$ cat config.mk
export PLATFORM = sky130hd
export DESIGN_NAME = sbt_tap
export DESIGN_NICKNAME = d
export VERILOG_FILES = /design/src/hw/sbt_pkg.sv /design/src/hw/sbt_tap_fsm.sv /design/src/hw/sbt_tap.sv
export SDC_FILE = /design/constraint.sdc
export NUM_CORES = 1
export LEC_CHECK = 0
export BUFFER_PORTS_ARGS = -buffer_cell sky130_fd_sc_hd__buf_2
export CAP_MARGIN = 10
export CELL_PAD_IN_SITES_DETAIL_PLACEMENT = 1
export CELL_PAD_IN_SITES_GLOBAL_PLACEMENT = 2
export CORE_UTILIZATION = 39
export CTS_BUF_LIST = sky130_fd_sc_hd__clkbuf_2 sky130_fd_sc_hd__clkbuf_4 sky130_fd_sc_hd__clkbuf_8
export DETAILED_ROUTE_END_ITERATION = 12
export PLACE_DENSITY = 0.82
export SLEW_MARGIN = 10
export SYNTH_ARGS = -nofsm -noshare
export SYNTH_HDL_FRONTEND = slang
export SYNTH_SLANG_ARGS = --single-unit
$ cat constraint.sdc
create_clock -name CORE_CLK -period 1.86 [get_ports CORE_CLK]
set_input_delay 0.372 -clock CORE_CLK [delete_from_list [all_inputs] [get_ports CORE_CLK]]
set_output_delay 0.372 -clock CORE_CLK [all_outputs]
set_load 0.03 [all_outputs]
$ cat src/hw/sbt_pkg.sv
// Shared constants for the SRAM boundary-scan test access logic.
package sbt_pkg;
	localparam int IR_WIDTH   = 3;
	localparam int ID_WIDTH   = 32;
	localparam int BSR_LENGTH = 72;
	// Instruction codes.
	localparam logic [2:0] INS_EXTEST  = 3'h0;
	localparam logic [2:0] INS_IDCODE  = 3'h1;
	localparam logic [2:0] INS_SAMPLEZ = 3'h2;
	localparam logic [2:0] INS_SAMPLE  = 3'h4;
	localparam logic [2:0] INS_BYPASS  = 3'h7;
	localparam logic [2:0] IR_RESET    = INS_IDCODE;
	// Identification word field positions.
	localparam int ID_REV_LSB    = 28;
	localparam int ID_DEPTH_LSB  = 23;
	localparam int ID_WIDTH_LSB  = 18;
	localparam int ID_DEV_LSB    = 12;
	localparam int ID_VENDOR_LSB = 1;
	localparam logic ID_PRESENT  = 1'b1;
	// Test port timing.
	localparam int TCK_PERIOD_NS  = 100;
	localparam int CORE_PERIOD_NS = 25;
	localparam int TCK_MIN_CYCLES = (TCK_PERIOD_NS + CORE_PERIOD_NS - 1) / CORE_PERIOD_NS;
	// Test port states, Gray coded along the data register shift path.
	typedef enum logic [3:0] {
		ST_RESET   = 4'h0,
		ST_IDLE    = 4'h1,
		ST_SEL_DR  = 4'h3,
		ST_CAP_DR  = 4'h2,
		ST_SH_DR   = 4'h6,
		ST_EX1_DR  = 4'h7,
		ST_PA_DR   = 4'h5,
		ST_EX2_DR  = 4'h4,
		ST_UPD_DR  = 4'hC,
		ST_SEL_IR  = 4'hD,
		ST_CAP_IR  = 4'hF,
		ST_SH_IR   = 4'hE,
		ST_EX1_IR  = 4'hA,
		ST_PA_IR   = 4'hB,
		ST_EX2_IR  = 4'h9,
		ST_UPD_IR  = 4'h8
	} sbt_state_e;
endpackage : sbt_pkg

$ cat src/hw/sbt_tap_fsm.sv
// Test port state machine advanced by qualified test clock rising edges.
`timescale 1ns/1ps
module sbt_tap_fsm (
	// Clock and reset
	input  wire logic              clk,
	input  wire logic              rst,
	// Qualified edge and mode select
	input  wire logic              tck_rise,
	input  wire logic              tms,
	// State
	output sbt_pkg::sbt_state_e    state
);
	sbt_pkg::sbt_state_e next_state;

	always_comb begin
		unique case (state)
			sbt_pkg::ST_RESET:  next_state = tms ? sbt_pkg::ST_RESET  : sbt_pkg::ST_IDLE;
			sbt_pkg::ST_IDLE:   next_state = tms ? sbt_pkg::ST_SEL_DR : sbt_pkg::ST_IDLE;
			sbt_pkg::ST_SEL_DR: next_state = tms ? sbt_pkg::ST_SEL_IR : sbt_pkg::ST_CAP_DR;
			sbt_pkg::ST_CAP_DR: next_state = tms ? sbt_pkg::ST_EX1_DR : sbt_pkg::ST_SH_DR;
			sbt_pkg::ST_SH_DR:  next_state = tms ? sbt_pkg::ST_EX1_DR : sbt_pkg::ST_SH_DR;
			sbt_pkg::ST_EX1_DR: next_state = tms ? sbt_pkg::ST_UPD_DR : sbt_pkg::ST_PA_DR;
			sbt_pkg::ST_PA_DR:  next_state = tms ? sbt_pkg::ST_EX2_DR : sbt_pkg::ST_PA_DR;
			sbt_pkg::ST_EX2_DR: next_state = tms ? sbt_pkg::ST_UPD_DR : sbt_pkg::ST_SH_DR;
			sbt_pkg::ST_UPD_DR: next_state = tms ? sbt_pkg::ST_SEL_DR : sbt_pkg::ST_IDLE;
			sbt_pkg::ST_SEL_IR: next_state = tms ? sbt_pkg::ST_RESET  : sbt_pkg::ST_CAP_IR;
			sbt_pkg::ST_CAP_IR: next_state = tms ? sbt_pkg::ST_EX1_IR : sbt_pkg::ST_SH_IR;
			sbt_pkg::ST_SH_IR:  next_state = tms ? sbt_pkg::ST_EX1_IR : sbt_pkg::ST_SH_IR;
			sbt_pkg::ST_EX1_IR: next_state = tms ? sbt_pkg::ST_UPD_IR : sbt_pkg::ST_PA_IR;
			sbt_pkg::ST_PA_IR:  next_state = tms ? sbt_pkg::ST_EX2_IR : sbt_pkg::ST_PA_IR;
			sbt_pkg::ST_EX2_IR: next_state = tms ? sbt_pkg::ST_UPD_IR : sbt_pkg::ST_SH_IR;
			sbt_pkg::ST_UPD_IR: next_state = tms ? sbt_pkg::ST_SEL_DR : sbt_pkg::ST_IDLE;
		endcase
	end

	always_ff @(posedge clk) begin
		if (rst) begin
			state <= sbt_pkg::ST_RESET;
		end else if (tck_rise) begin
			state <= next_state;
		end
	end
endmodule : sbt_tap_fsm

$ cat src/hw/sbt_tap.sv
// Boundary-scan test access logic of a burst SRAM, sampled on the core clock.
`timescale 1ns/1ps
module sbt_tap #(
	parameter int         BSR_LEN   = sbt_pkg::BSR_LENGTH,
	parameter logic [3:0]  REVISION  = 4'h0,
	parameter logic [4:0]  DEPTH     = 5'h00,
	parameter logic [4:0]  WIDTH     = 5'h00,
	parameter logic [5:0]  DEVICE    = 6'h00,
	// Arbitrary vendor value.
	parameter logic [10:0] VENDOR    = 11'h5A5
) (
	// Core clock and reset
	input  wire logic               CORE_CLK,
	input  wire logic               RST,
	// Test port pins
	input  wire logic               TCK,
	input  wire logic               TMS,
	input  wire logic               TDI,
	input  wire logic               TRST,
	output logic                    TDO,
	output logic                    TDO_OE,
	// I/O ring
	input  wire logic [BSR_LEN-1:0] RING_IN,
	// Memory output drivers off
	output logic                    MEM_HIZ,
	// Current instruction
	output logic [2:0]              INSTR
);
	logic [2:0]          tck_sync;
	logic [1:0]          tms_sync;
	logic [1:0]          tdi_sync;
	logic [1:0]          trst_sync;
	logic [BSR_LEN-1:0]  ring_meta;
	logic [BSR_LEN-1:0]  ring_sync;
	logic                tck_rise;
	logic                tck_fall;
	sbt_pkg::sbt_state_e state;
	logic [2:0]          ir_shift;
	logic [2:0]          ir;
	logic [31:0]         id_shift;
	logic                bypass;
	logic [BSR_LEN-1:0]  bsr;
	logic                bsr_sel;
	logic                serial_out;
	logic [31:0]         id_word;

	// TCK passes two flip-flops; the third stage only keeps the last level to find edges.
	always_ff @(posedge CORE_CLK) begin
		if (RST) begin
			tck_sync <= 3'h0;
		end else begin
			tck_sync <= {tck_sync[1:0], TCK};
		end
	end

	// TMS and TDI take the same two stages as TCK, so they line up with the edge they go with.
	always_ff @(posedge CORE_CLK) begin
		if (RST) begin
			tms_sync <= 2'h3;
			tdi_sync <= 2'h0;
		end else begin
			tms_sync <= {tms_sync[0], TMS};
			tdi_sync <= {tdi_sync[0], TDI};
		end
	end

	// Test reset pin, two stages like every other link input.
	always_ff @(posedge CORE_CLK) begin
		if (RST) begin
			trst_sync <= 2'h0;
		end else begin
			trst_sync <= {trst_sync[0], TRST};
		end
	end

	// The ring is synchronised as a vector; a moving pin may still capture either value.
	always_ff @(posedge CORE_CLK) begin
		if (RST) begin
			ring_meta <= '0;
			ring_sync <= '0;
		end else begin
			ring_meta <= RING_IN;
			ring_sync <= ring_meta;
		end
	end

	assign tck_rise = tck_sync[1] & ~tck_sync[2];
	assign tck_fall = ~tck_sync[1] & tck_sync[2];

	sbt_tap_fsm i_sbt_tap_fsm (
		.clk      (CORE_CLK),
		.rst      (RST | trst_sync[1]),
		.tck_rise (tck_rise),
		.tms      (tms_sync[1]),
		.state    (state)
	);

	// Instructions that place the scan chain between TDI and TDO.
	function automatic logic chain_is_bsr(input logic [2:0] code);
		return (code == sbt_pkg::INS_EXTEST) || (code == sbt_pkg::INS_SAMPLEZ)
			|| (code == sbt_pkg::INS_SAMPLE);
	endfunction : chain_is_bsr

	// Reserved codes fall through to the bypass bit, so TDO never follows a stale register.
	function automatic logic chain_is_bypass(input logic [2:0] code);
		return (code != sbt_pkg::INS_IDCODE) && !chain_is_bsr(code);
	endfunction : chain_is_bypass

	// Only these two instructions take the memory output drivers away from the core.
	function automatic logic outputs_off(input logic [2:0] code);
		return (code == sbt_pkg::INS_EXTEST) || (code == sbt_pkg::INS_SAMPLEZ);
	endfunction : outputs_off

	assign id_word = {REVISION, DEPTH, WIDTH, DEVICE, VENDOR, sbt_pkg::ID_PRESENT};
	assign bsr_sel = chain_is_bsr(ir);

	// Instruction register: shift path and update latch.
	always_ff @(posedge CORE_CLK) begin
		if (RST || trst_sync[1]) begin
			ir_shift <= sbt_pkg::IR_RESET;
			ir       <= sbt_pkg::IR_RESET;
		end else if (state == sbt_pkg::ST_RESET) begin
			// Held for as long as the port rests in test-logic-reset, not only on an edge there.
			ir <= sbt_pkg::IR_RESET;
		end else if (tck_rise) begin
			unique case (state)
				sbt_pkg::ST_CAP_IR: ir_shift <= 3'h1;
				sbt_pkg::ST_SH_IR:  ir_shift <= {tdi_sync[1], ir_shift[2:1]};
				sbt_pkg::ST_UPD_IR: ir <= ir_shift;
				default: ;
			endcase
		end
	end

	// Identification word: loaded in Capture-DR, shifted toward TDO in Shift-DR.
	always_ff @(posedge CORE_CLK) begin
		if (RST) begin
			id_shift <= '0;
		end else if (tck_rise && (ir == sbt_pkg::INS_IDCODE)) begin
			unique case (state)
				sbt_pkg::ST_CAP_DR: id_shift <= id_word;
				sbt_pkg::ST_SH_DR:  id_shift <= {tdi_sync[1], id_shift[31:1]};
				default: ;
			endcase
		end
	end

	// Bypass bit: captures zero, then passes TDI on with one stage of delay.
	always_ff @(posedge CORE_CLK) begin
		if (RST) begin
			bypass <= 1'b0;
		end else if (tck_rise && chain_is_bypass(ir)) begin
			unique case (state)
				sbt_pkg::ST_CAP_DR: bypass <= 1'b0;
				sbt_pkg::ST_SH_DR:  bypass <= tdi_sync[1];
				default: ;
			endcase
		end
	end

	// Scan chain: the captured ring leaves with ring bit 0 first.
	always_ff @(posedge CORE_CLK) begin
		if (RST) begin
			bsr <= '0;
		end else if (tck_rise && bsr_sel) begin
			unique case (state)
				sbt_pkg::ST_CAP_DR: bsr <= ring_sync;
				sbt_pkg::ST_SH_DR:  bsr <= {tdi_sync[1], bsr[BSR_LEN-1:1]};
				// With no preload stage, Update-DR holds the chain just as Pause-DR does.
				sbt_pkg::ST_PA_DR, sbt_pkg::ST_UPD_DR: bsr <= bsr;
				default: ;
			endcase
		end
	end

	// During Shift-IR the instruction path wins over whichever data register is selected.
	always_comb begin
		if (state == sbt_pkg::ST_SH_IR) begin
			serial_out = ir_shift[0];
		end else if (ir == sbt_pkg::INS_IDCODE) begin
			serial_out = id_shift[0];
		end else if (bsr_sel) begin
			serial_out = bsr[0];
		end else begin
			serial_out = bypass;
		end
	end

	// TDO changes on the falling test clock edge, as the far end samples on the rising.
	always_ff @(posedge CORE_CLK) begin
		if (RST) begin
			TDO    <= 1'b0;
			TDO_OE <= 1'b0;
		end else if (trst_sync[1]) begin
			// A test reset releases the pin at once instead of at the next falling edge.
			TDO_OE <= 1'b0;
		end else if (tck_fall) begin
			TDO    <= serial_out;
			TDO_OE <= (state == sbt_pkg::ST_SH_DR) || (state == sbt_pkg::ST_SH_IR);
		end
	end

	// Both follow the active instruction one clock later, so they never disagree.
	always_ff @(posedge CORE_CLK) begin
		if (RST) begin
			MEM_HIZ <= 1'b0;
			INSTR   <= sbt_pkg::IR_RESET;
		end else begin
			MEM_HIZ <= outputs_off(ir);
			INSTR   <= ir;
		end
	end
endmodule : sbt_tap

==> results.toml <==
[run_status]
status = "completed"

[setup_path]
cp-endpoint = "bsr[48]"
critPathKind = "reg -> reg"
crit_path_cell_trace = "a21oi_1 > and4_4 > buf_12 > nor2_1 > a311oi_2"
r2r-end = "bsr[48]"
reg2reg_slack_ns = 0.17
critPathCaptureType = "flip-flop"
cp-start-kind = "flip-flop"
r2r_start = "ir[1]"
cp_slowest_cell = "dfxtp_1"
r2r_cells = 5
cp_max_fo = 77
critPathLaunch = "ir[1]"
arrival_ns = 2.12
worst_path_largest_cell_delay_ns = 0.39
worstPathRequired_ns = 2.29

[die]
die_area_sq_um = 25280
fp.dieW_um = 159.0
initial_core_util = 0.3964
core_area_sq_um = 24250
rows = 57
die_h_um = 159.0
io_pins = 84

[clocking]
clock_sinks = 274
post-cts-setup-buffers = 0
htreeDepth = 2
hold_buffers = 22
clk_pin_slew_ns = 0.06
numCtsBuffers = 47
cts-root-buf = "clkbuf_8"
clkLatencyLatePin_ns = 0.56
clockBufferDepth = 3
cts_tree = "built"
cts_resized = 0

[placement]
detailed_place_hpwl_um = 11380
io_buffers = 83
gp_congestion = 0.7081
post-place-cells = 1337

[sta]
slew_violations = 0
fmax_mhz = 592.0
hold_violations = 0
clock-skew-final_ns = 0.03566
holdWs_ns = 0.03082
tns_ns = 0
setup_viol = 0
slew_headroom = 0.6585
min_period_ns = 1.689
worst_pin_slew_ns = 0.5123
period_share = 0.9081
rsz0062_at_grt = "no"

[global_route]
grt_antenna_before_repair = 0
grtUsageTotal = 0.1584
grt_max_degree = 82
gr-total-overflow = 0
first_global_vias = 7139
grt_pass1_wl_um = 33750

[synthesis]
ys_top_cells_by_area = "dfxtp_1 57%, nor2b_1 10%, nand2_1 6.9%, a311oi_2 5.8%, nor2_1 3.6%"
synth_edf_count = 0
yosys_warnings = 0
syn_nets = 1070
yosys_register_bits = 274
synth_top_cell_area_share = 0.5707
netlist_instances = 992
syn_area_sq_um = 9612
yosys.area.top_type = "dfxtp_1"
async_reset_ff_frac = 0
synth_seq_area_share = 0.5707
synth_ff_type = "dfxtp_1"
syn_avg_cell_area_sq_um = 9.689
ys_types = 45

[min_path]
holdPathStages = 2
min_path_type = "in -> reg"

[pwr]
p_int_w = 0.009580
seqPwrFrac = 0.497
leakagePower_nw = 4.152
clkPwrFrac = 0.471
power_switching_share = 0.2154
p_comb_frac = 0.032
power.density_nw_per_um2 = 1059
ir_worst_vdd_v = 0.0004915
p_switching_w = 0.002630

[finish]
nets = 1162
antenna_cells = 0
area.growth.synth_to_final_pct = 19.92
finalNonFillerCells = 1442
final_layout_size_suffix_gt1_frac = 0.2093

[route]
wire_per_inst_um = 13.55
drtAntennaViolNets = 0
dr_total_vias = 6932
initialDrtViolationCount = 312
routed_wl_um = 19550
detail_route.vias_per_cell = 4.807
first_pass_iters = 4
drc = 0

[job]
drv_cap = 0
## cells by family (layout without fill, tap and decap cells)
group	Yosys count	in the layout	synth area share
flops	274	274	0.5707
compound gates	131	131	0.1261
mux	3	3	0.003124
buf+inv	88	214	0.04778
simple gates	495	495	0.2512
fa+ha+maj	1	1	0.001041
## synth_stat cells, types with 8 or more instances
| cell | number |
|---|---|
| buf_2 | 22 |
| a21oi_1 | 34 |
| nor3_1 | 16 |
| dfxtp_1 | 274 |
| a311oi_1 | 35 |
| nor2b_1 | 157 |
| nand2_1 | 176 |
| nand3_1 | 25 |
| clkbuf_1 | 38 |
| o21ai_0 | 8 |
| nor2_1 | 93 |
| buf_4 | 19 |
| a311oi_2 | 37 |
## worst min-delay path by stage
stage / from / to / slack (ns)
CTS: TDI / tdi_sync[0] / 0.001
global route: RING_IN[54] / ring_meta[54] / 0.002
finish: TCK / tck_sync[0] / 0.03
floorplan: tms_sync[0] / tms_sync[1] / 0.39
detailed placement: tms_sync[0] / tms_sync[1] / 0.40
global placement: tms_sync[0] / tms_sync[1] / 0.40
## power by group through the flow
stage	Clock, W	Sequential, W	Combinational [W]
floorplan	0	0.00617	0.000227
global placement	0	0.00619	0.000351
CTS	0.00596	0.00607	0.000395
detailed placement	0	0.00619	0.000356
finish	0.00576	0.00607	0.000387
global route	0.00626	0.00608	0.000434
## per-layer routing
layer | wire length [um] | track usage | up-vias
met1 | 8947 | 0.1947 | 3326
li1 | - | - | 3495
met2 | 9549 | 0.2719 | 77
met5 | 0 | 0 | -
met3 | 592 | 0.03464 | 34
met4 | 455 | 0.05769 | 0
## through the flow
stage	total power [W]	util	setup slack, ns	area (sq um)
2_1_floorplan	0.006401	-	0.4237	9612
3_3_place_gp	0.006543	0.4241	0.2775	10280
3_5_place_dp	0.006550	0.4241	0.1824	10280
4_1_cts	0.01242	0.4753	0.1765	11530
5_1_grt	0.01277	0.4753	0.04448	11530
6_report	0.01221	0.4753	0.1709	11530
## registers in the layout (all words and copies together), names as in the netlist, 3 cells and up
register / count
bsr: 72
INSTR: 3
id_shift: 32
ir_shift: 3
ring_meta: 72
ir: 3
ring_sync: 72
i_sbt_tap_fsm.state: 4
tck_sync: 3
## cell type report
cell class | count | area (sq um)
Clock buffer | 65 | 838.3
Clock inverter | 18 | 182.7
Fill cell | 2766 | 12720
Inverter | 3 | 11.26
Multi-Input combinational cell | 630 | 3674
Sequential cell | 274 | 5485
Tap cell | 324 | 405.4
Timing Repair Buffer | 128 | 929.6
## worst max-delay path: cells and delay by family, from the launching register on
kind                   cells  cell delay (ns)
AOI/OAI and AO/OA          2             0.43
DFF                        1             0.39
buffers and inverters      1             0.30
and+or+nand+nor            2             0.37
## layout by cell type (no fill, tap or decap), drive strengths merged, types with 3 or more instances in the layout
cell type / instances
nand3: 26
dlygate4sd3: 22
nor2b: 157
clkbuf: 66
nand2: 176
o21ai: 8
and4: 3
nor2: 94
clkinv: 11
bufinv: 3
nand4: 4
or2: 4
a311oi: 72
nor3: 16
buf: 105
mux2i: 3
a21oi: 34
nand2b: 4
dfxtp: 274
inv: 5
Note: power is estimated with default switching activity, not from simulation.
